`src/verilog/psrm_pkg.sv`:
```
// Power state and reset manager: shared constants, states and carriers.
// Assumes a 50 MHz pclk and an APB slave with 8-bit byte addresses.
`default_nettype none
package psrm_pkg;

  localparam int CLK_NS = 20;

  // Power states
  typedef enum logic [1:0] {PS_SLEEP, PS_IDLE, PS_LIMP, PS_ACTIVE} psrm_state_t;

  // Register byte offsets
  localparam logic [7:0] OFS_CTRL    = 8'h00;
  localparam logic [7:0] OFS_MUX     = 8'h04;
  localparam logic [7:0] OFS_STAT    = 8'h08;
  localparam logic [7:0] OFS_CAL     = 8'h0C;
  localparam logic [7:0] OFS_IRQ_ST  = 8'h10;
  localparam logic [7:0] OFS_IRQ_CLR = 8'h14;
  localparam logic [7:0] OFS_IRQ_EN  = 8'h18;

  // device_control_register fields
  localparam int CTRL_IDLE  = 0;
  localparam int CTRL_SOFT_RST = 1;
  localparam int CTRL_CAL_RD   = 2;
  localparam int CTRL_TERCLR = 3;
  localparam logic [2:0] CTRL_RST = 3'h0;
  localparam logic [7:0] MUX_RST  = 8'h00;
  localparam logic [3:0] IRQ_EN_RST = 4'h0;
  localparam logic [7:0] CAL_RST  = 8'h00;

  // Status register fields
  localparam int STAT_STATE = 0;
  localparam int STAT_TXERR = 2;
  localparam int STAT_SW    = 3;
  localparam int STAT_SER   = 4;
  localparam int STAT_WR    = 5;
  localparam int STAT_FLT   = 8;

  // Interrupt status bits
  localparam int IRQ_STATE = 0;
  localparam int IRQ_RESET = 1;
  localparam int IRQ_DRVUV = 2;
  localparam int IRQ_VDDUV = 3;

  // Synchronised pins
  typedef struct packed {
    logic       vin_ok;
    logic       en;
    logic       drv_ok;
    logic       ext_ok;
    logic       vdd_ok;
    logic       lh;
    logic       dim;
    logic [1:0] boot_ok;
  } psrm_pin_t;

  // Filtered transition inputs
  typedef struct packed {
    logic vin;
    logic en;
    logic drv;
    logic ext;
    logic vdd;
    logic lh;
    logic idle;
  } psrm_sup_t;

  // Control outputs
  typedef struct packed {
    logic       int_reg_en;
    logic       drv_reg_en;
    logic       switch_en;
    logic [1:0] hs_en;
    logic       serial_en;
    logic       write_en;
  } psrm_out_t;

endpackage
`default_nettype wire

```
`src/verilog/psrm_top.sv`:
```
// Power state and reset manager with APB register access.
// Assumes asynchronous comparator pins and a calibration source on pclk.
//
// Behaviour
// - Transitions use inputs filtered within three cycles
// - Exactly four states: sleep, idle, limp, active
// - Power-up when main supply exceeds start threshold
// - Power-up enters sleep, outputs off, registers reset
// - Sleep exit waits for the start-up delay
// - Idle keeps regulators on, never switches
// - Idle with digital supply accepts register access
// - Limp entry resets registers; reads only
// - Active switches only while dimming input high
// - High-side driver needs its bootstrap comparator good
// - Any reset sets the transmission error flag
// - Enable undervoltage disables serial, resets, sleeps
// - Enable undervoltage stops regulator, switching, communication
// - Digital undervoltage blocks drivers, serial, resets registers
// - Driver supply undervoltage stops switching, keeps registers
// - Soft reset restores registers except monitor select
// - Calibration result survives soft reset, readable when enabled
//
// Decided for this implementation: the APB slave port and the address map.
`timescale 1ns/1ps
`default_nettype none
module psrm_top #(
  parameter int STARTUP_NS = 100000
) (
  input  wire logic        pclk,
  input  wire logic        presetn,
  input  wire logic        psel,
  input  wire logic        penable,
  input  wire logic        pwrite,
  input  wire logic [7:0]  paddr,
  input  wire logic [31:0] pwdata,
  output logic             pready,
  output logic [31:0]      prdata,
  output logic             pslverr,
  input  wire logic        main_supply_ok,
  input  wire logic        enable_undervoltage_input,
  input  wire logic        driver_regulator_output_ok,
  input  wire logic        external_driver_supply_ok,
  input  wire logic        digital_supply_ok,
  input  wire logic        limp_home_input,
  input  wire logic        dimming_input,
  input  wire logic [1:0]  bootstrap_ok,
  input  wire logic        cal_valid,
  input  wire logic [7:0]  cal_value,
  output logic [1:0]       power_state,
  output logic             internal_regulator_en,
  output logic             driver_regulator_en,
  output logic             switching_en,
  output logic [1:0]       high_side_gate_drivers_en,
  output logic             serial_en,
  output logic             register_reset,
  output logic             transmission_error_flag,
  output logic             irq
);

  // Least delay rounds up to whole cycles
  localparam int STARTUP_CYC = (STARTUP_NS + psrm_pkg::CLK_NS - 1) / psrm_pkg::CLK_NS;
  localparam logic [15:0] STARTUP_LAST = 16'(STARTUP_CYC - 1);

  // Per-bit glitch filter: accept a level seen on three samples
  function automatic psrm_pkg::psrm_sup_t filt3(input psrm_pkg::psrm_sup_t s,
                                                input psrm_pkg::psrm_sup_t h1,
                                                input psrm_pkg::psrm_sup_t h2,
                                                input psrm_pkg::psrm_sup_t f);
    logic [6:0] stable;
    stable = ~(s ^ h1) & ~(s ^ h2);
    return psrm_pkg::psrm_sup_t'((stable & s) | (~stable & f));
  endfunction

  // Pin synchronisers
  psrm_pkg::psrm_pin_t pin_raw;
  psrm_pkg::psrm_pin_t meta_q;
  psrm_pkg::psrm_pin_t sync_q;

  assign pin_raw = '{vin_ok:  main_supply_ok,
                     en:      enable_undervoltage_input,
                     drv_ok:  driver_regulator_output_ok,
                     ext_ok:  external_driver_supply_ok,
                     vdd_ok:  digital_supply_ok,
                     lh:      limp_home_input,
                     dim:     dimming_input,
                     boot_ok: bootstrap_ok};

  always_ff @(posedge pclk or negedge presetn) begin
    if (!presetn) begin
      meta_q <= '0;
      sync_q <= '0;
    end else begin
      meta_q <= pin_raw;
      sync_q <= meta_q;
    end
  end

  // Registers
  logic [2:0]  ctrl_q;
  logic [2:0]  ctrl_d;
  logic [7:0]  mux_q;
  logic [7:0]  mux_d;
  logic [7:0]  cal_q;
  logic [3:0]  irq_en_q;
  logic [3:0]  irq_en_d;
  logic [3:0]  irq_st_q;
  logic        txerr_q;
  logic [31:0] prdata_q;

  // Filter stage
  psrm_pkg::psrm_sup_t flt_in;
  psrm_pkg::psrm_sup_t h1_q;
  psrm_pkg::psrm_sup_t h2_q;
  psrm_pkg::psrm_sup_t f_q;

  assign flt_in = '{vin: sync_q.vin_ok, en: sync_q.en, drv: sync_q.drv_ok,
                    ext: sync_q.ext_ok, vdd: sync_q.vdd_ok, lh: sync_q.lh,
                    idle: ctrl_q[psrm_pkg::CTRL_IDLE]};

  always_ff @(posedge pclk or negedge presetn) begin
    if (!presetn) begin
      h1_q <= '0;
      h2_q <= '0;
      f_q  <= '0;
    end else begin
      h1_q <= flt_in;
      h2_q <= h1_q;
      f_q  <= filt3(flt_in, h1_q, h2_q, f_q);
    end
  end

  // State selection
  psrm_pkg::psrm_state_t state_q;
  psrm_pkg::psrm_state_t state_d;
  psrm_pkg::psrm_state_t target;
  logic [15:0]           wake_cnt_q;
  logic [15:0]           wake_cnt_d;
  logic                  wake_done;

  // Main supply low or enable low forces sleep; limp beats idle/active
  assign target = (!f_q.vin || !f_q.en) ? psrm_pkg::PS_SLEEP :
                  f_q.lh                ? psrm_pkg::PS_LIMP :
                  (f_q.idle || !f_q.vdd) ? psrm_pkg::PS_IDLE :
                                          psrm_pkg::PS_ACTIVE;
  assign wake_done = (wake_cnt_q == STARTUP_LAST);

  always_comb begin
    state_d    = target;
    wake_cnt_d = 16'h0000;
    case (state_q)
      psrm_pkg::PS_SLEEP: begin
        if (target != psrm_pkg::PS_SLEEP) begin
          state_d    = wake_done ? target : psrm_pkg::PS_SLEEP;
          wake_cnt_d = wake_cnt_q + 16'h0001;
        end
      end
      psrm_pkg::PS_IDLE,
      psrm_pkg::PS_LIMP,
      psrm_pkg::PS_ACTIVE: state_d = target;
      default: state_d = psrm_pkg::PS_SLEEP;
    endcase
  end

  always_ff @(posedge pclk or negedge presetn) begin
    if (!presetn) begin
      state_q    <= psrm_pkg::PS_SLEEP;
      wake_cnt_q <= 16'h0000;
    end else begin
      state_q    <= state_d;
      wake_cnt_q <= wake_cnt_d;
    end
  end

  // Control outputs
  psrm_pkg::psrm_out_t out_d;
  psrm_pkg::psrm_out_t out_q;
  logic                awake;
  logic                sw_ok;

  assign awake = (state_q != psrm_pkg::PS_SLEEP);
  // Any driver-side undervoltage stops switching without touching registers
  assign sw_ok = (state_q == psrm_pkg::PS_ACTIVE) && sync_q.dim && f_q.drv &&
                 f_q.ext && f_q.vdd && f_q.en && f_q.vin;

  assign out_d.int_reg_en = awake;
  assign out_d.drv_reg_en = awake && f_q.en;
  assign out_d.switch_en  = sw_ok;
  assign out_d.hs_en      = {2{sw_ok}} & sync_q.boot_ok;
  assign out_d.serial_en  = awake && f_q.vdd && f_q.en;
  assign out_d.write_en   = out_d.serial_en &&
                            (state_q != psrm_pkg::PS_LIMP);

  always_ff @(posedge pclk or negedge presetn) begin
    if (!presetn) begin
      out_q <= '0;
    end else begin
      out_q <= out_d;
    end
  end

  // Register reset sources
  logic hard_clr;
  logic soft_rst;
  logic hard_clr_q;

  // Sleep, digital undervoltage and limp entry all clear the register file
  assign hard_clr = (state_d == psrm_pkg::PS_SLEEP) || !f_q.vdd ||
                    (state_d == psrm_pkg::PS_LIMP && state_q != psrm_pkg::PS_LIMP);

  // APB decode
  logic access;
  logic setup;
  logic hit_r;
  logic hit_w;
  logic wr_ok;
  logic wr_ctrl;
  logic wr_mux;
  logic wr_iclr;
  logic wr_ien;
  logic [31:0] rdata;

  assign access  = psel && penable;
  assign setup   = psel && !penable;
  assign hit_w   = (paddr == psrm_pkg::OFS_CTRL) || (paddr == psrm_pkg::OFS_MUX) ||
                   (paddr == psrm_pkg::OFS_IRQ_CLR) || (paddr == psrm_pkg::OFS_IRQ_EN);
  assign hit_r   = (paddr == psrm_pkg::OFS_CTRL) || (paddr == psrm_pkg::OFS_MUX) ||
                   (paddr == psrm_pkg::OFS_STAT) || (paddr == psrm_pkg::OFS_CAL) ||
                   (paddr == psrm_pkg::OFS_IRQ_ST) || (paddr == psrm_pkg::OFS_IRQ_EN);
  // Writes in limp or without a live serial path are refused
  assign wr_ok   = access && pwrite && hit_w && out_d.write_en;
  assign wr_ctrl = wr_ok && (paddr == psrm_pkg::OFS_CTRL);
  assign wr_mux  = wr_ok && (paddr == psrm_pkg::OFS_MUX);
  assign wr_iclr = wr_ok && (paddr == psrm_pkg::OFS_IRQ_CLR);
  assign wr_ien  = wr_ok && (paddr == psrm_pkg::OFS_IRQ_EN);
  assign soft_rst = wr_ctrl && pwdata[psrm_pkg::CTRL_SOFT_RST];

  assign pready  = 1'b1;
  assign pslverr = access && (pwrite ? !(hit_w && out_d.write_en)
                                     : !(hit_r && out_d.serial_en));

  always_comb begin
    rdata = 32'h0000_0000;
    if (out_d.serial_en) begin
      case (paddr)
        psrm_pkg::OFS_CTRL:   rdata = {29'h0, ctrl_q[2], 1'b0, ctrl_q[0]};
        psrm_pkg::OFS_MUX:    rdata = {24'h0, mux_q};
        psrm_pkg::OFS_STAT:   rdata = {17'h0, f_q, 2'h0, out_q.write_en,
                                       out_q.serial_en, out_q.switch_en, txerr_q,
                                       2'(state_q)};
        // Result hidden unless readout is enabled
        psrm_pkg::OFS_CAL:    rdata = ctrl_q[psrm_pkg::CTRL_CAL_RD] ?
                                      {24'h0, cal_q} : 32'h0000_0000;
        psrm_pkg::OFS_IRQ_ST: rdata = {28'h0, irq_st_q};
        psrm_pkg::OFS_IRQ_EN: rdata = {28'h0, irq_en_q};
        default:              rdata = 32'h0000_0000;
      endcase
    end
  end

  // Writable register file
  always_comb begin
    ctrl_d   = ctrl_q;
    mux_d    = mux_q;
    irq_en_d = irq_en_q;
    if (wr_ctrl) begin
      ctrl_d = {pwdata[psrm_pkg::CTRL_CAL_RD], 1'b0, pwdata[psrm_pkg::CTRL_IDLE]};
    end
    if (wr_mux) begin
      mux_d = pwdata[7:0];
    end
    if (wr_ien) begin
      irq_en_d = pwdata[3:0];
    end
    if (soft_rst) begin
      ctrl_d   = psrm_pkg::CTRL_RST;
      irq_en_d = psrm_pkg::IRQ_EN_RST;
    end
    if (hard_clr) begin
      ctrl_d   = psrm_pkg::CTRL_RST;
      mux_d    = psrm_pkg::MUX_RST;
      irq_en_d = psrm_pkg::IRQ_EN_RST;
    end
  end

  // Interrupt events
  logic [3:0] ev;
  logic       drv_uv_q;
  logic       drv_uv;

  assign drv_uv = awake && (!f_q.drv || !f_q.ext);
  assign ev[psrm_pkg::IRQ_STATE] = (state_d != state_q);
  assign ev[psrm_pkg::IRQ_RESET] = (hard_clr && !hard_clr_q) || soft_rst;
  assign ev[psrm_pkg::IRQ_DRVUV] = drv_uv && !drv_uv_q;
  assign ev[psrm_pkg::IRQ_VDDUV] = awake && !f_q.vdd && hard_clr && !hard_clr_q;

  always_ff @(posedge pclk or negedge presetn) begin
    if (!presetn) begin
      ctrl_q     <= psrm_pkg::CTRL_RST;
      mux_q      <= psrm_pkg::MUX_RST;
      irq_en_q   <= psrm_pkg::IRQ_EN_RST;
      irq_st_q   <= 4'h0;
      hard_clr_q <= 1'b1;
      drv_uv_q   <= 1'b0;
      prdata_q   <= 32'h0000_0000;
    end else begin
      ctrl_q     <= ctrl_d;
      mux_q      <= mux_d;
      irq_en_q   <= irq_en_d;
      // New events win over a clear in the same cycle
      irq_st_q   <= (irq_st_q & ~(wr_iclr ? pwdata[3:0] : 4'h0)) | ev;
      hard_clr_q <= hard_clr;
      drv_uv_q   <= drv_uv;
      prdata_q   <= setup ? rdata : prdata_q;
    end
  end

  // Calibration result: only power-on reset clears it
  always_ff @(posedge pclk or negedge presetn) begin
    if (!presetn) begin
      cal_q <= psrm_pkg::CAL_RST;
    end else if (cal_valid) begin
      cal_q <= cal_value;
    end
  end

  // Transmission error flag: power-on value is set; reset sources win over clear
  always_ff @(posedge pclk or negedge presetn) begin
    if (!presetn) begin
      txerr_q <= 1'b1;
    end else if (hard_clr || soft_rst) begin
      txerr_q <= 1'b1;
    end else if (wr_ctrl && pwdata[psrm_pkg::CTRL_TERCLR]) begin
      txerr_q <= 1'b0;
    end
  end

  assign prdata                    = prdata_q;
  assign power_state               = 2'(state_q);
  assign internal_regulator_en     = out_q.int_reg_en;
  assign driver_regulator_en       = out_q.drv_reg_en;
  assign switching_en              = out_q.switch_en;
  assign high_side_gate_drivers_en = out_q.hs_en;
  assign serial_en                 = out_q.serial_en;
  assign register_reset            = hard_clr_q;
  assign transmission_error_flag   = txerr_q;
  assign irq                       = |(irq_st_q & irq_en_q);

  // Checks
  AST_FILTER: assert property (@(posedge pclk) disable iff (!presetn)
    (sync_q.vdd_ok == 1'b1) [*3] |=> f_q.vdd) else $error("filter too slow");
  AST_POWERUP: assert property (@(posedge pclk) disable iff (!presetn)
    !f_q.vin |=> state_q == psrm_pkg::PS_SLEEP) else $error("no sleep without supply");
  AST_SLEEP_OFF: assert property (@(posedge pclk) disable iff (!presetn)
    state_q == psrm_pkg::PS_SLEEP |-> !out_d.switch_en && !out_d.serial_en &&
    ctrl_q == psrm_pkg::CTRL_RST && mux_q == psrm_pkg::MUX_RST)
    else $error("sleep not quiet");
  AST_STARTUP: assert property (@(posedge pclk) disable iff (!presetn)
    $past(state_q) == psrm_pkg::PS_SLEEP && state_q != psrm_pkg::PS_SLEEP
    |-> $past(wake_cnt_q) == STARTUP_LAST) else $error("start-up delay short");
  AST_IDLE: assert property (@(posedge pclk) disable iff (!presetn)
    state_q == psrm_pkg::PS_IDLE |-> !out_d.switch_en && out_d.int_reg_en)
    else $error("idle switching");
  AST_LIMP_WR: assert property (@(posedge pclk) disable iff (!presetn)
    access && pwrite && state_q == psrm_pkg::PS_LIMP |-> pslverr && !wr_ok)
    else $error("limp write taken");
  AST_DIM: assert property (@(posedge pclk) disable iff (!presetn)
    out_d.switch_en |-> sync_q.dim && state_q == psrm_pkg::PS_ACTIVE)
    else $error("switching without dim");
  AST_BOOT: assert property (@(posedge pclk) disable iff (!presetn)
    out_d.hs_en[1] || out_d.hs_en[0] |-> (out_d.hs_en & ~sync_q.boot_ok) == 2'b00)
    else $error("high side without bootstrap");
  AST_TXERR: assert property (@(posedge pclk) disable iff (!presetn)
    soft_rst || hard_clr |=> txerr_q) else $error("flag not set after reset");
  AST_EN_UV: assert property (@(posedge pclk) disable iff (!presetn)
    !f_q.en |=> state_q == psrm_pkg::PS_SLEEP ##1 !out_q.serial_en)
    else $error("enable low not honoured");
  AST_VDD_UV: assert property (@(posedge pclk) disable iff (!presetn)
    !f_q.vdd |=> ctrl_q == psrm_pkg::CTRL_RST && out_q.hs_en == 2'b00 && !out_q.serial_en)
    else $error("digital undervoltage ignored");
  AST_DRV_UV: assert property (@(posedge pclk) disable iff (!presetn)
    (!f_q.drv || !f_q.ext) && !hard_clr && !wr_ok |=> !out_q.switch_en && $stable(mux_q))
    else $error("driver undervoltage mishandled");
  AST_SOFT: assert property (@(posedge pclk) disable iff (!presetn)
    soft_rst && !hard_clr |=> ctrl_q == psrm_pkg::CTRL_RST && $stable(mux_q))
    else $error("soft reset wrong");
  AST_CAL: assert property (@(posedge pclk) disable iff (!presetn)
    soft_rst && !cal_valid |=> $stable(cal_q)) else $error("calibration lost");
  AST_LIMP: assert property (@(posedge pclk) disable iff (!presetn)
    f_q.lh && f_q.vin && f_q.en && awake |=> state_q == psrm_pkg::PS_LIMP)
    else $error("limp not entered");
  AST_ACTIVE: assert property (@(posedge pclk) disable iff (!presetn)
    awake && f_q.vin && f_q.en && f_q.vdd && !f_q.lh && !f_q.idle
    |=> state_q == psrm_pkg::PS_ACTIVE) else $error("active not entered");

endmodule // psrm_top
`default_nettype wire

```
`config.mk`:
```
export PLATFORM = sky130hd
export DESIGN_NAME = psrm_top
export DESIGN_NICKNAME = d
export VERILOG_FILES = /design/src/verilog/psrm_pkg.sv /design/src/verilog/psrm_top.sv
export SDC_FILE = /design/constraint.sdc
export NUM_CORES = 1
export LEC_CHECK = 0
export ABC_AREA = 1
export BUFFER_PORTS_ARGS = -buffer_cell sky130_fd_sc_hd__buf_4
export CAP_MARGIN = 15
export CORE_UTILIZATION = 25
export CTS_BUF_LIST = sky130_fd_sc_hd__clkbuf_16
export DETAILED_ROUTE_END_ITERATION = 8
export GPL_TIMING_DRIVEN = 1
export HOLD_SLACK_MARGIN = 0.03
export PLACE_DENSITY_LB_ADDON = 0.1
export SLEW_MARGIN = 20
export SYNTH_ARGS = -nofsm -noshare
export SYNTH_HDL_FRONTEND = slang
export SYNTH_SLANG_ARGS = --single-unit
```
`constraint.sdc`:
```
create_clock -name pclk -period 2.3 [get_ports pclk]
set_clock_uncertainty 0.05 [all_clocks]
set_input_delay 0.115 -clock pclk [delete_from_list [all_inputs] [get_ports pclk]]
set_output_delay 0.115 -clock pclk [all_outputs]
set_load 0.05 [all_outputs]
```
==> results.toml <==
[timing]
worst_pin_slew_ns = 0.579
slew-limit-headroom_pct = 61.4
fin_setup_tns_ns = 0
finalMaxSlewViolations = 0
finalHoldViolCount = 0
setup_viol = 0
rsz0062_at_grt = "false"
min_period_ns = 2.07
clock.fmax_ghz = 0.483
fin_crit_sh_pct = 90.1

[floorplanning]
io-pin-count = 108
die_area_mm2 = 0.0191
fp.dieW_um = 138
fp.coreArea_mm2 = 0.0181
fp.dieH_um = 138
initial_core_util_pct = 25.7
rows = 49

[grt]
grt_use_total_pct = 12.7
grt_pass1_wl_um = 18800
grt_max_degree = 51
antenna_found_initial = 0
first_global_vias = 3550
grt_overflow_total = 0

[job]
cap_violations = 0

[drt]
drtIter0Drc = 195
drt-total-wl_um = 11200
topRoutingLayerUsed = "met4"
vias = 3535
vias_per_cell = 4.22
met3_length_um = 470
drt_drc_violations_left = 20
met1_length_um = 5220
firstDrtPassIters = 7
antenna_left = 0
wl_met2_um = 5320
wl_per_cell_um = 13.4

[logic_synthesis]
ys_ff_latch = 108
synth_top_area_share_pct = 57.1
synth_cell_types = 36
async_flop_share_pct = 100
avgSynthCellArea_um2 = 9.28
synth_area_leaders = "dfrtp_1, nand2_1, inv_1"
seq_area_frac_synth_pct = 58.2
synth_common_cells = "dfrtp_1, nand2_1, inv_1"
synth_most_common_cell = "dfrtp_1"
synth_top_cell_by_area = "dfrtp_1"
synth_area_mm2 = 0.00465
synth_edf_count = 0
synth_ff_type = "dfrtp_1"
yosys_warnings = 0
syn_inst = 501

[setup_path]
critPathKind = "register to output port"
cp-start-kind = "register"
slowest_delay_ns = 0.41
worstPathCellList = "inv_1, nand2_2, nand3_2, inv_1, o21ai_1, o21ai_0, nor2_1, buf_4"
cpMostUsedCell = "inv_1"
critPathMaxFanout = 5
cp.required_ns = 2.13
worstPathArrival_ns = 1.91
cp-end-kind = "output port"
cp_slowest_cell = "dfrtp_1"
rrSetupSlack_ns = 0.42

[layout]
syn2layout_area_growth_pct = 27.1
drive_gt1_share_pct = 18.4
nNetsFinal = 667
antennaDiodeCount = 0

[run_status]
violations = "DRC"
status = "finished, violations left"

[clock_tree]
clockBufferDepth = 2
cts.htree.levels = 3
path_clk_slew_ns = 0.07
cts_tree = "built"
cts.sinks = 108
cts_setup_buffers = 0
cts-root-buf = "clkbuf_16"
cts_buffers = 9
clk_latency_ns = 0.35

[pwr]
fin_total_pwr_mw = 3.79
power_leakage_nw = 2.94
power-per-cell-area_mw_per_mm2 = 641
irDropWorstVdd_v = 0.000420

[placement]
gp_congestion = 0.792
hpwl_um = 8140
port_buffers = 65

[worst_hold_path]
min_path_type = "primary input to register"
==> stage by stage <==
stage	setup slack [ns]	std cells	util, %	hold WS [ns]	instance area [µm²]
global placement	0.421	790	29.5	0.0881	5330
finish	0.228	837	32.7	0.0841	5910
global route	0.0871	837	32.7	0.0810	5910
detailed placement	0.419	790	29.5	0.0933	5330
floorplan	0.224	517	-	-0.231	4710
CTS	0.212	837	32.7	0.0673	5910
==> cell type report <==
| cell class | instances | area, µm² |
|---|---|---|
| flip-flops and latches | 108 | 2710 |
| repair buffers | 101 | 848 |
| multi-input cells | 301 | 1490 |
| well taps | 229 | 287 |
| clock inverters | 7 | 45.0 |
| inverters | 82 | 308 |
| clock buffers | 9 | 225 |
| fillers | 1904 | 12200 |
==> placed cells by master, fill, tap and decap left out, types with 14 or more instances in the layout <==
master	synthesis	final
dfrtp_1	106	106
nand2_1	97	97
inv_1	77	79
buf_4	20	69
nor2_1	38	38
nand3_1	31	31
dlygate4sd3_1	0	31
o21ai_0	29	29
conb_1	2	18
a21oi_1	15	15
o31ai_1	14	14
==> where the power goes <==
| part | switching [mW] | internal [mW] |
|---|---|---|
| Sequential | 0.0372 | 1.96 |
| Clock | 0.713 | 0.732 |
| Combinational | 0.219 | 0.129 |
==> metal layers <==
| metal | GRT usage, % | up-vias |
|---|---|---|
| met4 | 4.79 | 0 |
| met5 | 0 | - |
| met3 | 2.94 | 13 |
| met2 | 21.0 | 82 |
| met1 | 16.1 | 1657 |
| li1 | - | 1783 |
==> path summary, 6_finish.rpt <==
path / cells past startpoint / from / end
max: 8 / power_state[1]$_DFF_PN0_ / pslverr
min: 2 / cal_valid / cal_q[0]$_DFFE_PN0P_
max reg2reg: 12 / wake_cnt_q[0]$_DFF_PN0_ / mux_q[6]$_DFFE_PN0P_
min reg2reg: 0 / meta_q[1]$_DFF_PN0_ / sync_q[1]$_DFF_PN0_
max in group asynchronous: 3 / presetn / meta_q[5]$_DFF_PN0_
min in group asynchronous: 2 / presetn / ctrl_q[2]$_DFFE_PN0P_
==> state kept, by name (all words and copies together) (netlist names), 2 cells and up, named ones only <==
name and count:
meta_q 9, mux_q 8, irq_st_q 4, prdata 15, high_side_gate_drivers_en 2, sync_q 3
flt_in 6, irq_en_q 4, cal_q 8, wake_cnt_q 16, power_state 2, h1_q 7
ctrl_q 2, h2_q 7
==> timing repair <==
item / 4_1_cts / 5_1_grt
hold endpoints to repair: 66 / 0
endpoints found under the setup margin: 0 / 0
gates resized for setup: 0 / 0
hold buffers: 31 / 0
==> kinds of logic (layout without fill, tap and decap cells) <==
group / Yosys count / after routing / synth area share [%]
muxes: 4 / 4 / 0.969
DFF: 108 / 108 / 58.2
AOI/OAI and AO/OA: 80 / 80 / 10.4
adders and majority gates: 1 / 1 / 0.269
buffers and inverters: 108 / 199 / 11.0
and+or+nand+nor: 197 / 197 / 18.8
other: 2 / 18 / 0.162
xor gates and xnor gates: 1 / 1 / 0.188
==> critical path, delay by kind of cell (launching register included) <==
| family | cells | cell delay (ns) |
|---|---|---|
| DFF | 1 | 0.41 |
| and+or+nand+nor | 3 | 0.37 |
| buffers and inverters | 3 | 0.47 |
| AOI/OAI and AO/OA | 2 | 0.31 |
(Power assumes the default switching activity.)
